--- config.mk ---
export PLATFORM = sky130hd
export DESIGN_NAME = pss_regs_core
export DESIGN_NICKNAME = d
export VERILOG_FILES = /design/src/logic/pss_pkg.sv /design/src/logic/pss_regs_core.sv
export VERILOG_INCLUDE_DIRS = /design/src /design/src/logic
export SDC_FILE = /design/constraint.sdc
export NUM_CORES = 1
export LEC_CHECK = 0
export ABC_AREA = 1
export BUFFER_PORTS_ARGS = -buffer_cell sky130_fd_sc_hd__buf_2
export CAP_MARGIN = 10
export CORE_UTILIZATION = 55
export CTS_BUF_LIST = sky130_fd_sc_hd__clkbuf_2
export DETAILED_ROUTE_END_ITERATION = 10
export PLACE_DENSITY = 0.77
export REMOVE_ABC_BUFFERS = 1
export SLEW_MARGIN = 20
export SYNTH_ARGS = -nofsm -noshare
export SYNTH_HDL_FRONTEND = slang
export SYNTH_SLANG_ARGS = --single-unit
--- constraint.sdc ---
create_clock -name clk -period 5.15 [get_ports clk]
set_clock_uncertainty 0.15 [all_clocks]
set_input_delay 0.515 -clock clk [delete_from_list [all_inputs] [get_ports clk]]
set_output_delay 0.515 -clock clk [all_outputs]
set_load 0.01 [all_outputs]
--- src/logic/pss_regs.svh ---
`ifndef PSS_REGS_SVH
`define PSS_REGS_SVH

`define PSS_CMD_ON_DELAY 8'h60
`define PSS_CMD_RISE_TIME 8'h61
`define PSS_CMD_SUM_LOW 8'h78
`define PSS_CMD_SUM_FULL 8'h79
`define PSS_CMD_VOUT_FLAGS 8'h7a
`define PSS_CMD_IOUT_FLAGS 8'h7b
`define PSS_CMD_CLEAR_FAULTS 8'h03

`define PSS_ON_DELAY_RESET 16'h0000
`define PSS_ON_DELAY_MAX 11'h100
`define PSS_ON_DELAY_W 11
`define PSS_RISE_RESET 16'h0001
`define PSS_RISE_W 3

`define PSS_RISE_CODE_1MS 3'h0
`define PSS_RISE_CODE_2MS 3'h1
`define PSS_RISE_CODE_4MS 3'h2
`define PSS_RISE_CODE_8MS 3'h3
`define PSS_RISE_MS_1 24'h000001
`define PSS_RISE_MS_2 24'h000002
`define PSS_RISE_MS_4 24'h000004
`define PSS_RISE_MS_8 24'h000008
`define PSS_RISE_MS_16 24'h000010

`define PSS_SUM_OFF_BIT 6
`define PSS_SUM_OV_BIT 5
`define PSS_SUM_OC_BIT 4
`define PSS_SUM_TEMP_BIT 2
`define PSS_SUM_COMM_BIT 1
`define PSS_SUM_OTHER_BIT 0
`define PSS_WORD_VOUT_BIT 15
`define PSS_WORD_IOUT_BIT 14
`define PSS_WORD_VIN_BIT 13
`define PSS_WORD_PG_N_BIT 11
`define PSS_WORD_UNK_BIT 8
`define PSS_VOUT_OV_BIT 7
`define PSS_VOUT_UV_BIT 4
`define PSS_VOUT_RANGE_BIT 3
`define PSS_IOUT_OC_BIT 7
`define PSS_IOUT_OC_UV_BIT 6
`define PSS_IOUT_WARN_BIT 5

`define PSS_DELAY_LSB_MS 4
`define PSS_CLK_HZ 50000000
`define PSS_MS_CYCLES (`PSS_CLK_HZ / 1000)

`endif

--- src/logic/pss_pkg.sv ---
package pss_pkg;

  typedef enum logic [1:0] {
    PSS_OFF,
    PSS_DELAY,
    PSS_RAMP,
    PSS_ON
  } pss_phase_t;

  typedef struct packed {
    logic oc_fault;
    logic oc_warn;
    logic ov_fault;
    logic uv_fault;
    logic ot_fault;
    logic ot_warn;
    logic bad_fet;
    logic vin_below_uvlo;
    logic power_good;
    logic vout_range_err;
    logic comm_error;
    logic other_warn;
    logic other_fault;
  } pss_cond_t;

  typedef struct packed {
    logic [15:0] on_delay;
    logic [15:0] rise_code;
    logic oc_latch;
    logic ov_latch;
    logic comm_latch;
    logic unk_latch;
    pss_phase_t phase;
    logic [23:0] ms_cnt;
    logic [15:0] tick_cnt;
    logic [15:0] rd_data;
    logic rd_valid;
    logic enable_out;
    logic ramp_active;
  } pss_state_t;

endpackage : pss_pkg

--- src/logic/pss_regs_core.sv ---
`timescale 1ns/1ps
`include "pss_regs.svh"

// Summary of operation
// - Turn-on delay is bits 10..0 unsigned, 4 ms each; bits 15..11 read-only.
// - Turn-on delay accepts at most 0x0100 and resets to zero.
// - Delay runs from start condition until output begins to rise.
// - Soft-start setting is the rise time to regulation.
// - Soft-start codes 0..3 give 1,2,4,8 ms; 4 and up give 16 ms.
// - Soft-start setting resets to 0x0001, a 2 ms ramp.
// - Latched flags clear only once the cause is gone and fault-clear arrives.
// - Summary byte bits 3 and 7 always read zero.
// - Summary bit 6 is live one whenever the output is disabled.
// - Summary bit 4 latches overcurrent; bit 5 shows overvoltage occurred.
// - Summary bit 2 is live overtemperature warning or fault.
// - Summary bit 1 latches a management bus communication error.
// - Summary bit 0 is live for any other fault or warning.
// - Low byte of the summary word equals the summary byte.
// - Word bit 15 is live output voltage status, bit 14 current fault.
// - Word bit 13 is one until input passes undervoltage lockout.
// - Word bit 11 is zero while power-good is asserted.
// - Word bit 8 latches any fault not reported elsewhere.
// - Voltage flags: overvoltage bit 7, undervoltage bit 4, live.
// - Voltage flags bit 3 reports an out-of-range output voltage request.
// - Current flags: fault bit 7, fault with UV bit 6, warning bit 5.
module pss_regs_core #(
  parameter int unsigned MS_CYCLES = `PSS_MS_CYCLES
) (
  input wire logic clk,
  input wire logic nrst,
  input wire logic wr_en,
  input wire logic rd_en,
  input wire logic [7:0] cmd,
  input wire logic [15:0] wr_data,
  input wire logic start_req,
  input wire logic op_on,
  input wire pss_pkg::pss_cond_t cond,
  output logic [15:0] rd_data,
  output logic rd_valid,
  output logic enable_out,
  output logic ramp_active
);

  pss_pkg::pss_state_t st;
  pss_pkg::pss_state_t next_st;

  logic [7:0] sum_low;
  logic [15:0] sum_full;
  logic [7:0] vout_flags;
  logic [7:0] iout_flags;
  logic out_disabled;
  logic shutdown;
  logic abort;
  logic clear_cmd;
  logic delay_wr;
  logic rise_wr;
  logic delay_ok;
  logic start_ok;
  logic delay_zero;
  logic timing;
  logic tick_wrap;
  logic delay_done;
  logic ramp_done;
  logic [15:0] read_word;
  logic [23:0] delay_ms;
  logic [23:0] ramp_ms;

  // Ramp length in ms from the three-bit soft-start code.
  function automatic logic [23:0] rise_ms(input logic [15:0] code);
    logic [`PSS_RISE_W-1:0] c;
    c = code[`PSS_RISE_W-1:0];
    unique case (c)
      `PSS_RISE_CODE_1MS: begin
        rise_ms = `PSS_RISE_MS_1;
      end
      `PSS_RISE_CODE_2MS: begin
        rise_ms = `PSS_RISE_MS_2;
      end
      `PSS_RISE_CODE_4MS: begin
        rise_ms = `PSS_RISE_MS_4;
      end
      `PSS_RISE_CODE_8MS: begin
        rise_ms = `PSS_RISE_MS_8;
      end
      // Every code from four upwards selects the longest ramp.
      default: begin
        rise_ms = `PSS_RISE_MS_16;
      end
    endcase
  endfunction : rise_ms

  // Any condition that forces the output off, also used to abort a sequence.
  function automatic logic is_shutdown(input pss_pkg::pss_cond_t c);
    is_shutdown = c.oc_fault
      || c.ot_fault
      || c.bad_fet
      || c.uv_fault
      || c.ov_fault;
  endfunction : is_shutdown

  // A new event wins over a simultaneous clear; a standing cause keeps the flag.
  function automatic logic latch_next(
    input logic cur,
    input logic cause,
    input logic clear
  );
    if (cause) begin
      latch_next = 1'b1;
    end else if (clear) begin
      latch_next = 1'b0;
    end else begin
      latch_next = cur;
    end
  endfunction : latch_next

  // Places a byte-wide register image in the low half of the read word.
  function automatic logic [15:0] byte_word(input logic [7:0] b);
    byte_word = {8'h00, b};
  endfunction : byte_word

  // Write and clear strobes each decode one command code.
  function automatic logic cmd_hit(
    input logic en,
    input logic [7:0] c,
    input logic [7:0] code
  );
    cmd_hit = en && (c == code);
  endfunction : cmd_hit

  // Out-of-range delays are dropped so the stored value never exceeds the limit.
  function automatic logic delay_limit_ok(input logic [15:0] d);
    delay_limit_ok = (d[`PSS_ON_DELAY_W-1:0] <= `PSS_ON_DELAY_MAX);
  endfunction : delay_limit_ok

  // Delay setting in ms; the product cannot overflow for any stored setting.
  function automatic logic [23:0] delay_to_ms(input logic [15:0] d);
    delay_to_ms = 24'(d) * 24'(`PSS_DELAY_LSB_MS);
  endfunction : delay_to_ms

  // Strobe decode and sequencing conditions.
  assign clear_cmd = cmd_hit(wr_en, cmd, `PSS_CMD_CLEAR_FAULTS);
  assign delay_wr = cmd_hit(wr_en, cmd, `PSS_CMD_ON_DELAY);
  assign rise_wr = cmd_hit(wr_en, cmd, `PSS_CMD_RISE_TIME);
  assign delay_ok = delay_limit_ok(wr_data);
  assign shutdown = is_shutdown(cond);
  assign abort = !op_on || shutdown;
  assign out_disabled = !st.enable_out || shutdown;
  assign start_ok = start_req && op_on;
  assign delay_zero = (st.on_delay == `PSS_ON_DELAY_RESET);
  assign timing = (st.phase == pss_pkg::PSS_DELAY) || (st.phase == pss_pkg::PSS_RAMP);

  // MS_CYCLES is a parameter so that simulation can run with a short millisecond.
  assign tick_wrap = (st.tick_cnt == 16'(MS_CYCLES - 1));
  assign delay_ms = delay_to_ms(st.on_delay);
  assign ramp_ms = rise_ms(st.rise_code);
  assign delay_done = (st.ms_cnt >= delay_ms);
  assign ramp_done = (st.ms_cnt >= ramp_ms);

  // Summary byte image; reserved positions stay zero.
  always_comb begin
    sum_low = 8'h00;
    sum_low[`PSS_SUM_OFF_BIT] = out_disabled;
    sum_low[`PSS_SUM_OV_BIT] = st.ov_latch;
    sum_low[`PSS_SUM_OC_BIT] = st.oc_latch;
    sum_low[`PSS_SUM_TEMP_BIT] = cond.ot_fault
      || cond.ot_warn;
    sum_low[`PSS_SUM_COMM_BIT] = st.comm_latch;
    sum_low[`PSS_SUM_OTHER_BIT] = cond.other_warn
      || cond.other_fault;
  end

  always_comb begin
    sum_full = byte_word(sum_low);
    sum_full[`PSS_WORD_VOUT_BIT] = cond.ov_fault
      || cond.uv_fault
      || cond.vout_range_err;
    sum_full[`PSS_WORD_IOUT_BIT] = cond.oc_fault;
    sum_full[`PSS_WORD_VIN_BIT] = cond.vin_below_uvlo;
    sum_full[`PSS_WORD_PG_N_BIT] = !cond.power_good;
    sum_full[`PSS_WORD_UNK_BIT] = st.unk_latch;
  end

  // Voltage and current flag images are live copies of the conditions.
  always_comb begin
    vout_flags = 8'h00;
    vout_flags[`PSS_VOUT_OV_BIT] = cond.ov_fault;
    vout_flags[`PSS_VOUT_UV_BIT] = cond.uv_fault;
    vout_flags[`PSS_VOUT_RANGE_BIT] = cond.vout_range_err;
  end

  always_comb begin
    iout_flags = 8'h00;
    iout_flags[`PSS_IOUT_OC_BIT] = cond.oc_fault;
    iout_flags[`PSS_IOUT_OC_UV_BIT] = cond.oc_fault
      && cond.uv_fault;
    iout_flags[`PSS_IOUT_WARN_BIT] = cond.oc_warn;
  end

  // Unknown command codes read as zero rather than as stale data.
  always_comb begin
    unique case (cmd)
      `PSS_CMD_ON_DELAY: begin
        read_word = st.on_delay;
      end
      `PSS_CMD_RISE_TIME: begin
        read_word = st.rise_code;
      end
      `PSS_CMD_SUM_LOW: begin
        read_word = byte_word(sum_low);
      end
      `PSS_CMD_SUM_FULL: begin
        read_word = sum_full;
      end
      `PSS_CMD_VOUT_FLAGS: begin
        read_word = byte_word(vout_flags);
      end
      `PSS_CMD_IOUT_FLAGS: begin
        read_word = byte_word(iout_flags);
      end
      default: begin
        read_word = 16'h0000;
      end
    endcase
  end

  always_comb begin
    next_st = st;
    next_st.rd_valid = 1'b0;

    // Register writes; read-only positions are never stored.
    if (delay_wr && delay_ok) begin
      next_st.on_delay = {5'h00, wr_data[`PSS_ON_DELAY_W-1:0]};
    end
    if (rise_wr) begin
      next_st.rise_code = {13'h0000, wr_data[`PSS_RISE_W-1:0]};
    end

    // Latched status bits.
    next_st.oc_latch = latch_next(
      st.oc_latch,
      cond.oc_fault,
      clear_cmd
    );
    next_st.ov_latch = latch_next(
      st.ov_latch,
      cond.ov_fault,
      clear_cmd
    );
    next_st.comm_latch = latch_next(
      st.comm_latch,
      cond.comm_error,
      clear_cmd
    );
    next_st.unk_latch = latch_next(
      st.unk_latch,
      cond.other_fault,
      clear_cmd
    );

    // Read data is captured once and held until the next read.
    if (rd_en) begin
      next_st.rd_valid = 1'b1;
      next_st.rd_data = read_word;
    end

    // Millisecond tick shared by delay and ramp timing.
    if (timing) begin
      if (tick_wrap) begin
        next_st.tick_cnt = 16'h0000;
        next_st.ms_cnt = st.ms_cnt + 24'h000001;
      end else begin
        next_st.tick_cnt = st.tick_cnt + 16'h0001;
      end
    end

    unique case (st.phase)
      pss_pkg::PSS_OFF: begin
        next_st.tick_cnt = 16'h0000;
        next_st.ms_cnt = 24'h000000;
        // A zero delay goes straight to the ramp.
        if (start_ok) begin
          if (delay_zero) begin
            next_st.phase = pss_pkg::PSS_RAMP;
            next_st.ramp_active = 1'b1;
          end else begin
            next_st.phase = pss_pkg::PSS_DELAY;
          end
        end
      end
      pss_pkg::PSS_DELAY: begin
        if (delay_done) begin
          next_st.phase = pss_pkg::PSS_RAMP;
          next_st.ramp_active = 1'b1;
          next_st.ms_cnt = 24'h000000;
          next_st.tick_cnt = 16'h0000;
        end
      end
      pss_pkg::PSS_RAMP: begin
        // The output is enabled from the second cycle of the ramp on, not only once in regulation.
        next_st.enable_out = 1'b1;
        if (ramp_done) begin
          next_st.phase = pss_pkg::PSS_ON;
          next_st.ramp_active = 1'b0;
          next_st.tick_cnt = 16'h0000;
          next_st.ms_cnt = 24'h000000;
        end
      end
      pss_pkg::PSS_ON: begin
        next_st.enable_out = 1'b1;
        next_st.tick_cnt = 16'h0000;
        next_st.ms_cnt = 24'h000000;
      end
    endcase

    // Turning off or any shutdown fault aborts the sequence at once.
    if (abort) begin
      next_st.phase = pss_pkg::PSS_OFF;
      next_st.enable_out = 1'b0;
      next_st.ramp_active = 1'b0;
    end
  end

  // The reset branch loads constants only.
  always_ff @(posedge clk or negedge nrst) begin
    if (!nrst) begin
      st <= '0;
      st.on_delay <= `PSS_ON_DELAY_RESET;
      st.rise_code <= `PSS_RISE_RESET;
      st.phase <= pss_pkg::PSS_OFF;
    end else begin
      st <= next_st;
    end
  end

  assign rd_data = st.rd_data;
  assign rd_valid = st.rd_valid;
  assign enable_out = st.enable_out;
  assign ramp_active = st.ramp_active;

endmodule : pss_regs_core

; After elaboration in Yosys (flattened, before gate mapping)
; Index checks and enable logic that the tools add are counted.
[word_totals]
out_inout_bits = 19
latchBits = 0
memories = 0
rom_bits = 0
ram_bits = 0
input_bits = 43
word_cells = 94
register_bits = 79
[op_classes]
bitwise_logic = 0
add_sub_neg = 2
div = 0
n_mul = 0
shift = 0
mux = 25
n_lt_le_gt_ge = 3
n_reduce_logical = 33
n_eq_ne = 18
[op_table]
columns = op, n
row1 = $pmux 40 s3, 1
row2 = $pmux 16 s6, 1
row3 = $mux 42, 2
row4 = $eq 8x7->1 const B, 6
row5 = $mux 40, 1
row6 = $add 24x1->24 const B, 1
row7 = $ge 24x13->1, 1
row8 = $ge 24x24->1, 1
row9 = $mux 24, 1
row10 = $pmux 5 s4, 1
row11 = $add 16x1->16 const B, 1
row12 = $eq 16x16->1 const B, 1
row13 = $logic_not 16->1, 1
row14 = $mux 16, 1
row15 = $ne 3x3->1 const B, 4
row16 = $le 11x9->1 const B, 1
row17 = $logic_or 1x1->1, 11
row18 = $mux 1, 11
row19 = $reduce_bool 2->1, 5
row20 = $eq 8x2->1 const B, 1
row21 = $mux 2, 4
row22 = $eq 3x2->1 const B, 2
row23 = $logic_and 1x1->1, 6
row24 = $pmux 2 s3, 1
row25 = 11 further kinds, 15

; Depth between registers and ports, before layout
; Gate-level depths: netlist of run 1.
[depth]
ltp_word = 7
mapped_depth = 15
ltp_nobuf = 15

; Least setup slack after synthesis of run 1
; Ideal clock, no wire load.
[synth_path]
path_type = flip-flop to flip-flop
start = reg st[65] (netlist bit)
end = reg st[40] (netlist bit)
stages_incl_launch_ff = 15
period_less_slack_ns = 1.961
setup_slack_ns = 3.189
setup_time_ns = 0.072
required_time_ns = 4.928
n_path_buf = 1
t_arrival_ns = 1.739
path_cell_list = dfstp_2 > inv_1 > nor2_1 > nand2_1 > ha_1 > nand2_1 > nand2_1 > nand2_1 > nand2_1 > nand2_1 > nand3_1 > nand2_2 > nand2_4 > buf_4 > nor2_1
[synth_lines]
columns = item, line_no
row1 = start: declaration, pss_regs_core.sv:44  ; pss_pkg::pss_state_t st;
row2 = start signal: assignment, pss_regs_core.sv:331  ; st <= next_st;

==> results.ini, run 1 <==
[run_status]
status=complete, no violations

[sta]
slew_headroom=0.349
hold_slack_ns=0.0284
min_period_ns=2.44
rsz0062_at_grt=false
finalHoldViolCount=0
setup_slack_ns=2.71
worst_pin_slew_ns=0.976
setup_violations=0
tns_ns=0
max_freq_ghz=0.410
min_period_over_period=0.473
maxSlewViolCount=0

[critical_path]
cp_max_fo=18
worstPathRequired_ns=5.46
reg2reg_depth=15
crit_type=register to register
worstReg2RegEnd=st[20]$_DFF_PN0_
crit_start=st[65]$_DFFE_PN1P_
critPathLaunchType=register
worstPathArrival_ns=2.74
r2r_start=st[65]$_DFFE_PN1P_
r2r_slack_ns=2.71
worst_setup_path_end_kind=register
crit_end=st[20]$_DFF_PN0_

[yosys]
synth_cell_type_count=44
synthAdderAreaFrac=0.0616
ys_warn_count=0
synth-xor-area-share=0.0300
ys_seq_area_frac=0.418
synth_mux_area_frac=0
synthSimpleGateAreaFrac=0.301
synth_top_family_by_area=simple AND/OR/NAND/NOR gates
synthCells=604
synth.cell_area_sq_mm=0.00467
avgSynthCellArea_sq_um=7.74
ys_ff_latch=78
synth_compound_area_frac=0.0736

[cts]
cts.repair.resized=0
clkLatencyLatePin_ns=0.52
cts_inserted_buffers=9
post_cts_buffers=0
cts_tree=built
clock_sinks=78
clockBufferDepth=2
cts_root_buf=clkbuf_2
clk_pin_slew_ns=0.24
h-tree-depth=3

[layout]
nets=727
final_cell_mix=nand2_1 (142), inv_1 (97), dfrtp_1 (77)
drive_gt1_frac=0.146
layout_commonest_cell=nand2_1
area_delta_synth_final_pct=8.97
antenna_cells=0

[power_and_ir_drop]
p_per_area_mw_per_mm2=198
power.total_uw=1010
peakVddDrop_mv=0.121
leakage_uw=0.00256

[drt]
routed_wl_microns=9730
ant_nets=0
dr.pass1.iters=4
wl_per_cell_microns=12.6
drc=0
drtIter0Drc=206
viasPerCell=5.15
vias=3960

[grt]
grt_max_degree=79
grt_pass1_vias=3673
overflow=0
track_usage=0.237
grt_pass1_wl_microns=16300
grt_antenna_before_repair=0

[die]
die_area_sq_mm=0.00887
fp.dieW_microns=94.2
die_h_microns=94.2
ios=62
coreArea_sq_mm=0.00822
initial_core_util=0.569
floorplan.rows=33

[placement]
port_buffers=55
place_congestion=0.829
dp_hpwl_microns=7280
place_ws_ns=2.75

[min_path]
hp-class=primary input to register

[flow_run]
drv_cap=0

[registers in the layout, indices dropped and copies added (netlist names)]
signal	cells
enable_out	1
ramp_active	1
rd_data	15
st	60
rd_valid	1
[metrics by stage]
step,std cells,util,cell area [sq um]
floorplan,592,-,4550
global placement,752,0.604,4960
detailed placement,752,0.604,4960
CTS,769,0.620,5090
global route,769,0.620,5090
finish,769,0.620,5090
[worst min path at each step]
stage / from / endpoint / depth (start not counted)
after floorplan: nrst / enable_out$_DFFE_PN0P_ / 0
after global placement: ramp_active$_DFFE_PN0P_ / ramp_active$_DFFE_PN0P_ / 2
after detailed placement: ramp_active$_DFFE_PN0P_ / ramp_active$_DFFE_PN0P_ / 2
after CTS: cond[0] / st[61]$_DFFE_PN0P_ / 2
after global routing: cond[0] / st[61]$_DFFE_PN0P_ / 2
final: cond[0] / st[61]$_DFFE_PN0P_ / 2
[synthesized netlist by cell type (all sizes together)]
master / n / share of area
inv: 101 / 0.082
conb: 1 / 0.00080
ha: 23 / 0.062
dfstp: 1 / 0.0056
o31ai: 5 / 0.0080
o21ai: 27 / 0.029
nor4: 2 / 0.0027
xor2: 14 / 0.026
nand4: 20 / 0.028
nand2: 146 / 0.12
and2: 1 / 0.0013
or2: 1 / 0.0013
nand3: 34 / 0.042
dfrtp: 77 / 0.41
o211ai: 3 / 0.0059
clkbuf: 3 / 0.0024
xnor2: 2 / 0.0038
o21bai: 2 / 0.0032
nor3b: 2 / 0.0032
o221ai: 3 / 0.0056
buf: 19 / 0.031
o22ai: 1 / 0.0013
nor2: 77 / 0.067
nor3: 19 / 0.028
a21oi: 15 / 0.018
a31oi: 1 / 0.0013
nand3b: 3 / 0.0048
a211oi: 1 / 0.0016
[cells by family (layout without fill, tap and decap cells)]
family,after synthesis,count (layout)
other,1,11
flip-flops,78,78
buffers and inverters,123,173
AO/OA/AOI/OAI,58,58
AND/OR/NAND/NOR,305,305
XOR/XNOR,16,16
adder cells (fa/ha/maj),23,23
[per-layer routing]
metal / vias to the layer above / GRT usage / wire length (microns)
met4: 0 / 0.0897 / 188
met3: 19 / 0.0413 / 360
li1: 2008 / - / -
met5: - / 0 / 0
met2: 86 / 0.393 / 4650
met1: 1847 / 0.309 / 4530
[critical path, cell delays in order, from the launching register on]
cell	delay, ns
dfstp_2	0.62
inv_1	0.06
nor2_1	0.08
nand2_1	0.06
ha_1	0.27
nand2_1	0.06
nand2_1	0.04
nand2_1	0.05
nand2_1	0.06
nand2_1	0.16
nand3_1	0.13
nand2_2	0.10
nand2_4	0.15
inv_4	0.13
nand2_4	0.11
a21oi_2	0.13
[where the power goes]
| group | internal [uW] | switching, uW |
|---|---|---|
| clock network | 104 | 208 |
| logic | 24.2 | 49.1 |
| registers | 621 | 3.71 |
[cell type report]
cell class | count | area [sq um]
sequential | 78 | 1950
clock inverter | 5 | 52.6
clock buffer | 9 | 45.0
tap | 105 | 131
multi-input combinational | 413 | 2220
fill | 739 | 3130
timing repair buffer | 58 | 308
inverter | 101 | 382
[what timing repair did]
action                     CTS  global route
hold buffers                 3             0
hold endpoints to repair    52             0
setup endpoints to repair    0             0
Power figures use the tool's default switching activity.
==> inputs of run 2 (changes only) <==
- CORE_UTILIZATION: 55 -> 54
- PLACE_DENSITY: 0.77 -> 0.78
- clock period: 5.15 -> 2.2 ns (I/O delays scaled with it)
==> run 2 against run 1 <==
Effect of this change: the run now ends with negative hold slack, negative setup slack left; die area grew 1.8%; setup slack worse by 2.7 ns; sequential share of layout area fell by 6.5 points; largest power group unchanged.
==> results.ini, run 2 (synthesis gave the netlist of run 1 again) <==
[cts]
cts_tree=built  ; unchanged
cts_inserted_buffers=9  ; unchanged
clkLatencyLatePin_ns=0.56  ; was 0.52 ns
cts_root_buf=clkbuf_2  ; unchanged
clk_pin_slew_ns=0.24  ; about the same
clockBufferDepth=2  ; unchanged
clock_sinks=78  ; unchanged
h-tree-depth=3  ; unchanged

[grt]
grt_pass1_vias=4265  ; was 3673
grt_antenna_before_repair=0  ; unchanged
track_usage=0.271  ; was 0.237
grt_pass1_wl_microns=19000  ; was 16300 microns
overflow=0  ; unchanged
grt_max_degree=32  ; was 79

[drt]
viasPerCell=5.36  ; was 5.15
drtIter0Drc=255  ; was 206
vias=4524  ; was 3960
routed_wl_microns=12200  ; was 9730 microns
dr.pass1.iters=7  ; was 4
drc=0  ; unchanged
wl_per_cell_microns=14.4  ; was 12.6 microns
ant_nets=0  ; unchanged

[layout]
utilization=0.738  ; was 0.620
largest_reg_flops=60  ; unchanged
layout.cells.non_filler=844  ; was 769
layout_commonest_cell=nand2_1  ; unchanged
area_delta_synth_final_pct=31.0  ; was 8.97%
drive_gt1_frac=0.235  ; was 0.146
final_cell_mix=nand2_1 (134), inv_1 (93), dfrtp_1 (77)  ; was nand2_1 (142), inv_1 (97), dfrtp_1 (77)
nets=800  ; was 727
registers.top_by_ff_count=st  ; unchanged
stdcell_area_sq_mm=0.00612  ; was 0.00509 sq mm
antenna_cells=0  ; unchanged

[sta]
rsz0062_at_grt=true  ; was false
worst_pin_slew_ns=0.633  ; was 0.976 ns
min_period_over_period=1.00  ; was 0.473
hold_slack_ns=-0.00402  ; was 0.0284 ns
maxSlewViolCount=0  ; unchanged
tns_ns=-0.00155  ; was 0 ns
setup_violations=1  ; was 0
min_period_ns=2.20  ; was 2.44 ns
setup_slack_ns=-0.00155  ; was 2.71 ns
finalHoldViolCount=1  ; was 0
max_freq_ghz=0.454  ; was 0.410 GHz
slew_headroom=0.578  ; was 0.349

[die]
fp.dieW_microns=95.0  ; was 94.2 microns
die_area_sq_mm=0.00903  ; was 0.00887 sq mm
initial_core_util=0.563  ; was 0.569
ios=62  ; unchanged
floorplan.rows=33  ; unchanged
coreArea_sq_mm=0.00830  ; was 0.00822 sq mm
die_h_microns=95.0  ; was 94.2 microns

[power_and_ir_drop]
leakage_uw=0.00293  ; was 0.00256 uW
p_per_area_mw_per_mm2=419  ; was 198 mW/mm^2
peakVddDrop_mv=0.345  ; was 0.121 mV

[placement]
place_congestion=0.889  ; was 0.829
place_ws_ns=-0.0966  ; was 2.75 ns
dp_hpwl_microns=7900  ; was 7280 microns
place_area_sq_mm=0.00514  ; was 0.00496 sq mm
port_buffers=55  ; unchanged
dp.cells=770  ; was 752

[critical_path]
r2r_slack_ns=-0.002  ; was 2.71 ns
cp_max_fo=5  ; was 18
worstPathRequired_ns=2.55  ; was 5.46 ns
worstPathArrival_ns=2.55  ; was 2.74 ns
critPathLaunchType=register  ; unchanged
crit_type=register to register  ; unchanged
worstReg2RegEnd=st[21]$_DFF_PN0_  ; was st[20]$_DFF_PN0_
worst_setup_path_end_kind=register  ; unchanged
r2r_start=st[65]$_DFFE_PN1P_  ; unchanged
reg2reg_depth=14  ; was 15

[min_path]
hold_path_end=rd_data[0]$_DFFE_PN0P_  ; was st[61]$_DFFE_PN0P_
hold-path-cell-count=6  ; was 2
worstHoldStart=cmd[1]  ; was cond[0]
hp-class=primary input to register  ; unchanged

[flow_run]
drv_cap=0  ; unchanged

[run_status]
status=complete, but fails checks  ; was complete, no violations
violations=negative hold slack, negative setup slack

run 2: what timing repair did:
action / CTS / global route
gates resized for setup: 10 / 62
endpoints found under the hold margin: 113 / 0
buffers inserted: 1 / 6
pin swaps: 2 / 23
setup endpoints to repair: 33 / 41
hold buffers: 49 / 0
cloned: 0 / 2
run 2: how the worst max path moves through the flow:
| stage | startpoint | end | slack [ns] |
|---|---|---|---|
| after floorplan | st[59]$_DFFE_PN0P_ | st[32]$_DFF_PN0_ | 0.11 |
| after global placement | st[65]$_DFFE_PN1P_ | st[36]$_DFF_PN0_ | 0.03 |
| after detailed placement | st[65]$_DFFE_PN1P_ | st[36]$_DFF_PN0_ | -0.1 |
| after CTS | st[65]$_DFFE_PN1P_ | st[42]$_DFF_PN0_ | -0.03 |
| after global routing | st[91]$_DFFE_PN0P_ | st[26]$_DFF_PN0_ | -0.11 |
| final | st[65]$_DFFE_PN1P_ | st[21]$_DFF_PN0_ | -0.002 |
run 2: power breakdown:
group          leakage (uW)  switching, uW  total [uW]  internal, uW
sequential          0.00102           9.30        1460          1450
combinational       0.00183            145         258           113
clock             0.0000731            569         846           276
total               0.00293            724        2570          1840
run 2: routing by layer:
layer  routed length (microns)  global-route usage
met1                      4920               0.325
met2                      6250               0.492
met3                       666              0.0359
met4                       360               0.107
met5                         0                   0
run 2: layout make-up:
class | instances | area [sq um]
clock buffer | 9 | 45.0
clock inverter | 7 | 81.3
fill | 590 | 2180
inverter | 101 | 392
multi-input combinational | 414 | 2490
sequential | 78 | 1950
tap | 105 | 131
timing repair buffer | 130 | 1030
run 2: worst max-delay path, cell delays in order (launching register included):
cell and delay (ns):
dfstp_2 0.62, inv_2 0.05, nor2_2 0.07, nand2_1 0.06, ha_1 0.27, nand2_1 0.07, nand2_1 0.05, nand2_1 0.07
nand2_2 0.08, nand2_4 0.09, nand3_4 0.08, nand2_4 0.11, nand2_8 0.10, buf_12 0.15, nor3b_2 0.16
run 2: stage by stage:
stage | hold WS (ns) | total power, uW
2_1_floorplan | -0.226 | 1560
3_3_place_gp | 0.0871 | 1670
3_5_place_dp | 0.0839 | 1670
4_1_cts | 0.00591 | 2550
5_1_grt | 0.0224 | 2660
6_report | -0.00402 | 2570
==> inputs of run 3 (changes only) <==
- RECOVER_POWER: not set -> 25
- TNS_END_PERCENT: not set -> 1
==> run 3 against run 2 <==
Effect of this change: the flow now finishes without violations; highest routed layer unchanged; utilization decreased by 3.3 points; critical endpoint is now st[36]$_DFF_PN0_; die area is the same; hold slack improved by 0.022 ns; largest cell class unchanged; cell count is 0.95% lower.
==> results.ini, run 3 (synthesis gave the netlist of run 1 again) <==
[cts]
clkLatencyLatePin_ns=0.54  ; was 0.56 ns
cts_tree=built  ; unchanged
clk_pin_slew_ns=0.22  ; was 0.24 ns
clockBufferDepth=2  ; unchanged
cts_root_buf=clkbuf_2  ; unchanged
clock_sinks=78  ; unchanged
h-tree-depth=3  ; unchanged
cts_inserted_buffers=9  ; unchanged

[layout]
final_cell_mix=nand2_1 (139), inv_1 (95), dfrtp_1 (77)  ; was nand2_1 (134), inv_1 (93), dfrtp_1 (77)
nets=792  ; was 800
largest_reg_flops=60  ; unchanged
drive_gt1_frac=0.194  ; was 0.235
area_delta_synth_final_pct=25.1  ; was 31.0%
registers.top_by_ff_count=st  ; unchanged
utilization=0.704  ; was 0.738
layout_commonest_cell=nand2_1  ; unchanged
layout.cells.non_filler=836  ; was 844
antenna_cells=0  ; unchanged

[run_status]
status=complete, no violations  ; was complete, but fails checks

[flow_run]
drv_cap=0  ; unchanged

[sta]
setup_violations=0  ; was 1
hold_slack_ns=0.0176  ; was -0.00402 ns
max_freq_ghz=0.456  ; was 0.454 GHz
slew_headroom=0.576  ; was 0.578
finalHoldViolCount=0  ; was 1
maxSlewViolCount=0  ; unchanged
min_period_ns=2.19  ; was 2.20 ns
min_period_over_period=0.996  ; was 1.00
setup_slack_ns=0.00826  ; was -0.00155 ns
worst_pin_slew_ns=0.635  ; was 0.633 ns
rsz0062_at_grt=true  ; unchanged

[placement]
place_ws_ns=-0.0966  ; unchanged
port_buffers=55  ; unchanged
place_congestion=0.889  ; unchanged
dp_hpwl_microns=7900  ; unchanged
dp.cells=770  ; unchanged

[power_and_ir_drop]
leakage_uw=0.00285  ; was 0.00293 uW
peakVddDrop_mv=0.305  ; was 0.345 mV
power.total_uw=2530  ; was 2570 uW
p_per_area_mw_per_mm2=433  ; was 419 mW/mm^2

[critical_path]
worstPathArrival_ns=2.50  ; was 2.55 ns
worstPathRequired_ns=2.51  ; was 2.55 ns
crit_type=register to register  ; unchanged
cp_max_fo=10  ; was 5
critPathLaunchType=register  ; unchanged
worst_setup_path_end_kind=register  ; unchanged

[drt]
drtIter0Drc=212  ; was 255
viasPerCell=5.24  ; was 5.36
wl_per_cell_microns=13.8  ; was 14.4 microns
routed_wl_microns=11500  ; was 12200 microns
ant_nets=0  ; unchanged
vias=4383  ; was 4524
dr.pass1.iters=5  ; was 7
drc=0  ; unchanged

[die]
die_area_sq_mm=0.00903  ; unchanged
ios=62  ; unchanged
floorplan.rows=33  ; unchanged
initial_core_util=0.563  ; unchanged
coreArea_sq_mm=0.00830  ; unchanged
fp.dieW_microns=95.0  ; unchanged
die_h_microns=95.0  ; unchanged

[grt]
track_usage=0.271  ; about the same
grt_pass1_vias=4261  ; was 4265
grt_antenna_before_repair=0  ; unchanged
grt_pass1_wl_microns=18900  ; was 19000 microns
grt_max_degree=32  ; unchanged
overflow=0  ; unchanged

[min_path]
hp-class=primary input to register  ; unchanged

## run 3: layout make-up
cell class / instances / area, sq um
Tap cell: 105 / 131
Fill cell: 653 / 2450
Clock inverter: 7 / 81.3
Clock buffer: 9 / 45.0
Inverter: 101 / 384
Timing Repair Buffer: 123 / 932
Multi-Input combinational cell: 413 / 2320
Sequential cell: 78 / 1950
## run 3: report_power, final
group / internal, uW / leakage [uW] / switching [uW] / total [uW]
Sequential: 1450 / 0.00102 / 9.26 / 1460
Clock: 277 / 0.0000731 / 550 / 827
Combinational: 105 / 0.00176 / 137 / 242
Total: 1840 / 0.00285 / 696 / 2530
## run 3: critical path, cell delays in order, from the launching register on
cell	delay (ns)
dfstp_2	0.61
inv_2	0.05
nor2_2	0.07
nand2_1	0.06
ha_1	0.27
nand2_1	0.07
nand2_1	0.05
nand2_1	0.07
nand2_2	0.07
nand2_2	0.09
nand3_2	0.08
nand2_2	0.10
nand2_4	0.10
buf_12	0.16
a211oi_2	0.13
## run 3: final timing paths
kind	slack [ns]	end	cells after the start	start
setup / recovery	0.008	st[36]$_DFF_PN0_	14	st[65]$_DFFE_PN1P_
hold / removal	0.02	rd_data[0]$_DFFE_PN0P_	6	cmd[1]
setup reg to reg	0.008	st[36]$_DFF_PN0_	14	st[65]$_DFFE_PN1P_
hold reg to reg	0.37	rd_data[5]$_DFFE_PN0P_	2	rd_data[5]$_DFFE_PN0P_
max in group asynchronous	0.20	rd_data[4]$_DFFE_PN0P_	4	nrst
min in group asynchronous	0.51	rd_data[1]$_DFFE_PN0P_	3	nrst
## run 3: what timing repair did
| item | in CTS | in global routing |
|---|---|---|
| hold endpoints to repair | 113 | 0 |
| buffers inserted | 0 | 1 |
| pin swaps | 1 | 5 |
| hold buffers | 49 | 0 |
| resized for setup | 9 | 19 |
| endpoints found under the setup margin | 33 | 41 |
## run 3: per-layer routing
metal  track usage  up-vias  routed length [microns]
met2         0.490      164                     5940
li1              -     2143                        -
met4         0.107        0                      235
met5             0        -                        0
met1         0.324     2055                     4670
met3        0.0359       21                      652
## run 3: stage by stage
| step | cell area [sq um] | TNS (ns) |
|---|---|---|
| global route | 5850 | -2.30 |
| detailed placement | 5140 | -0.921 |
| finish | 5850 | 0 |
| floorplan | 4550 | 0 |
| global placement | 5140 | 0 |
| CTS | 5790 | -0.210 |
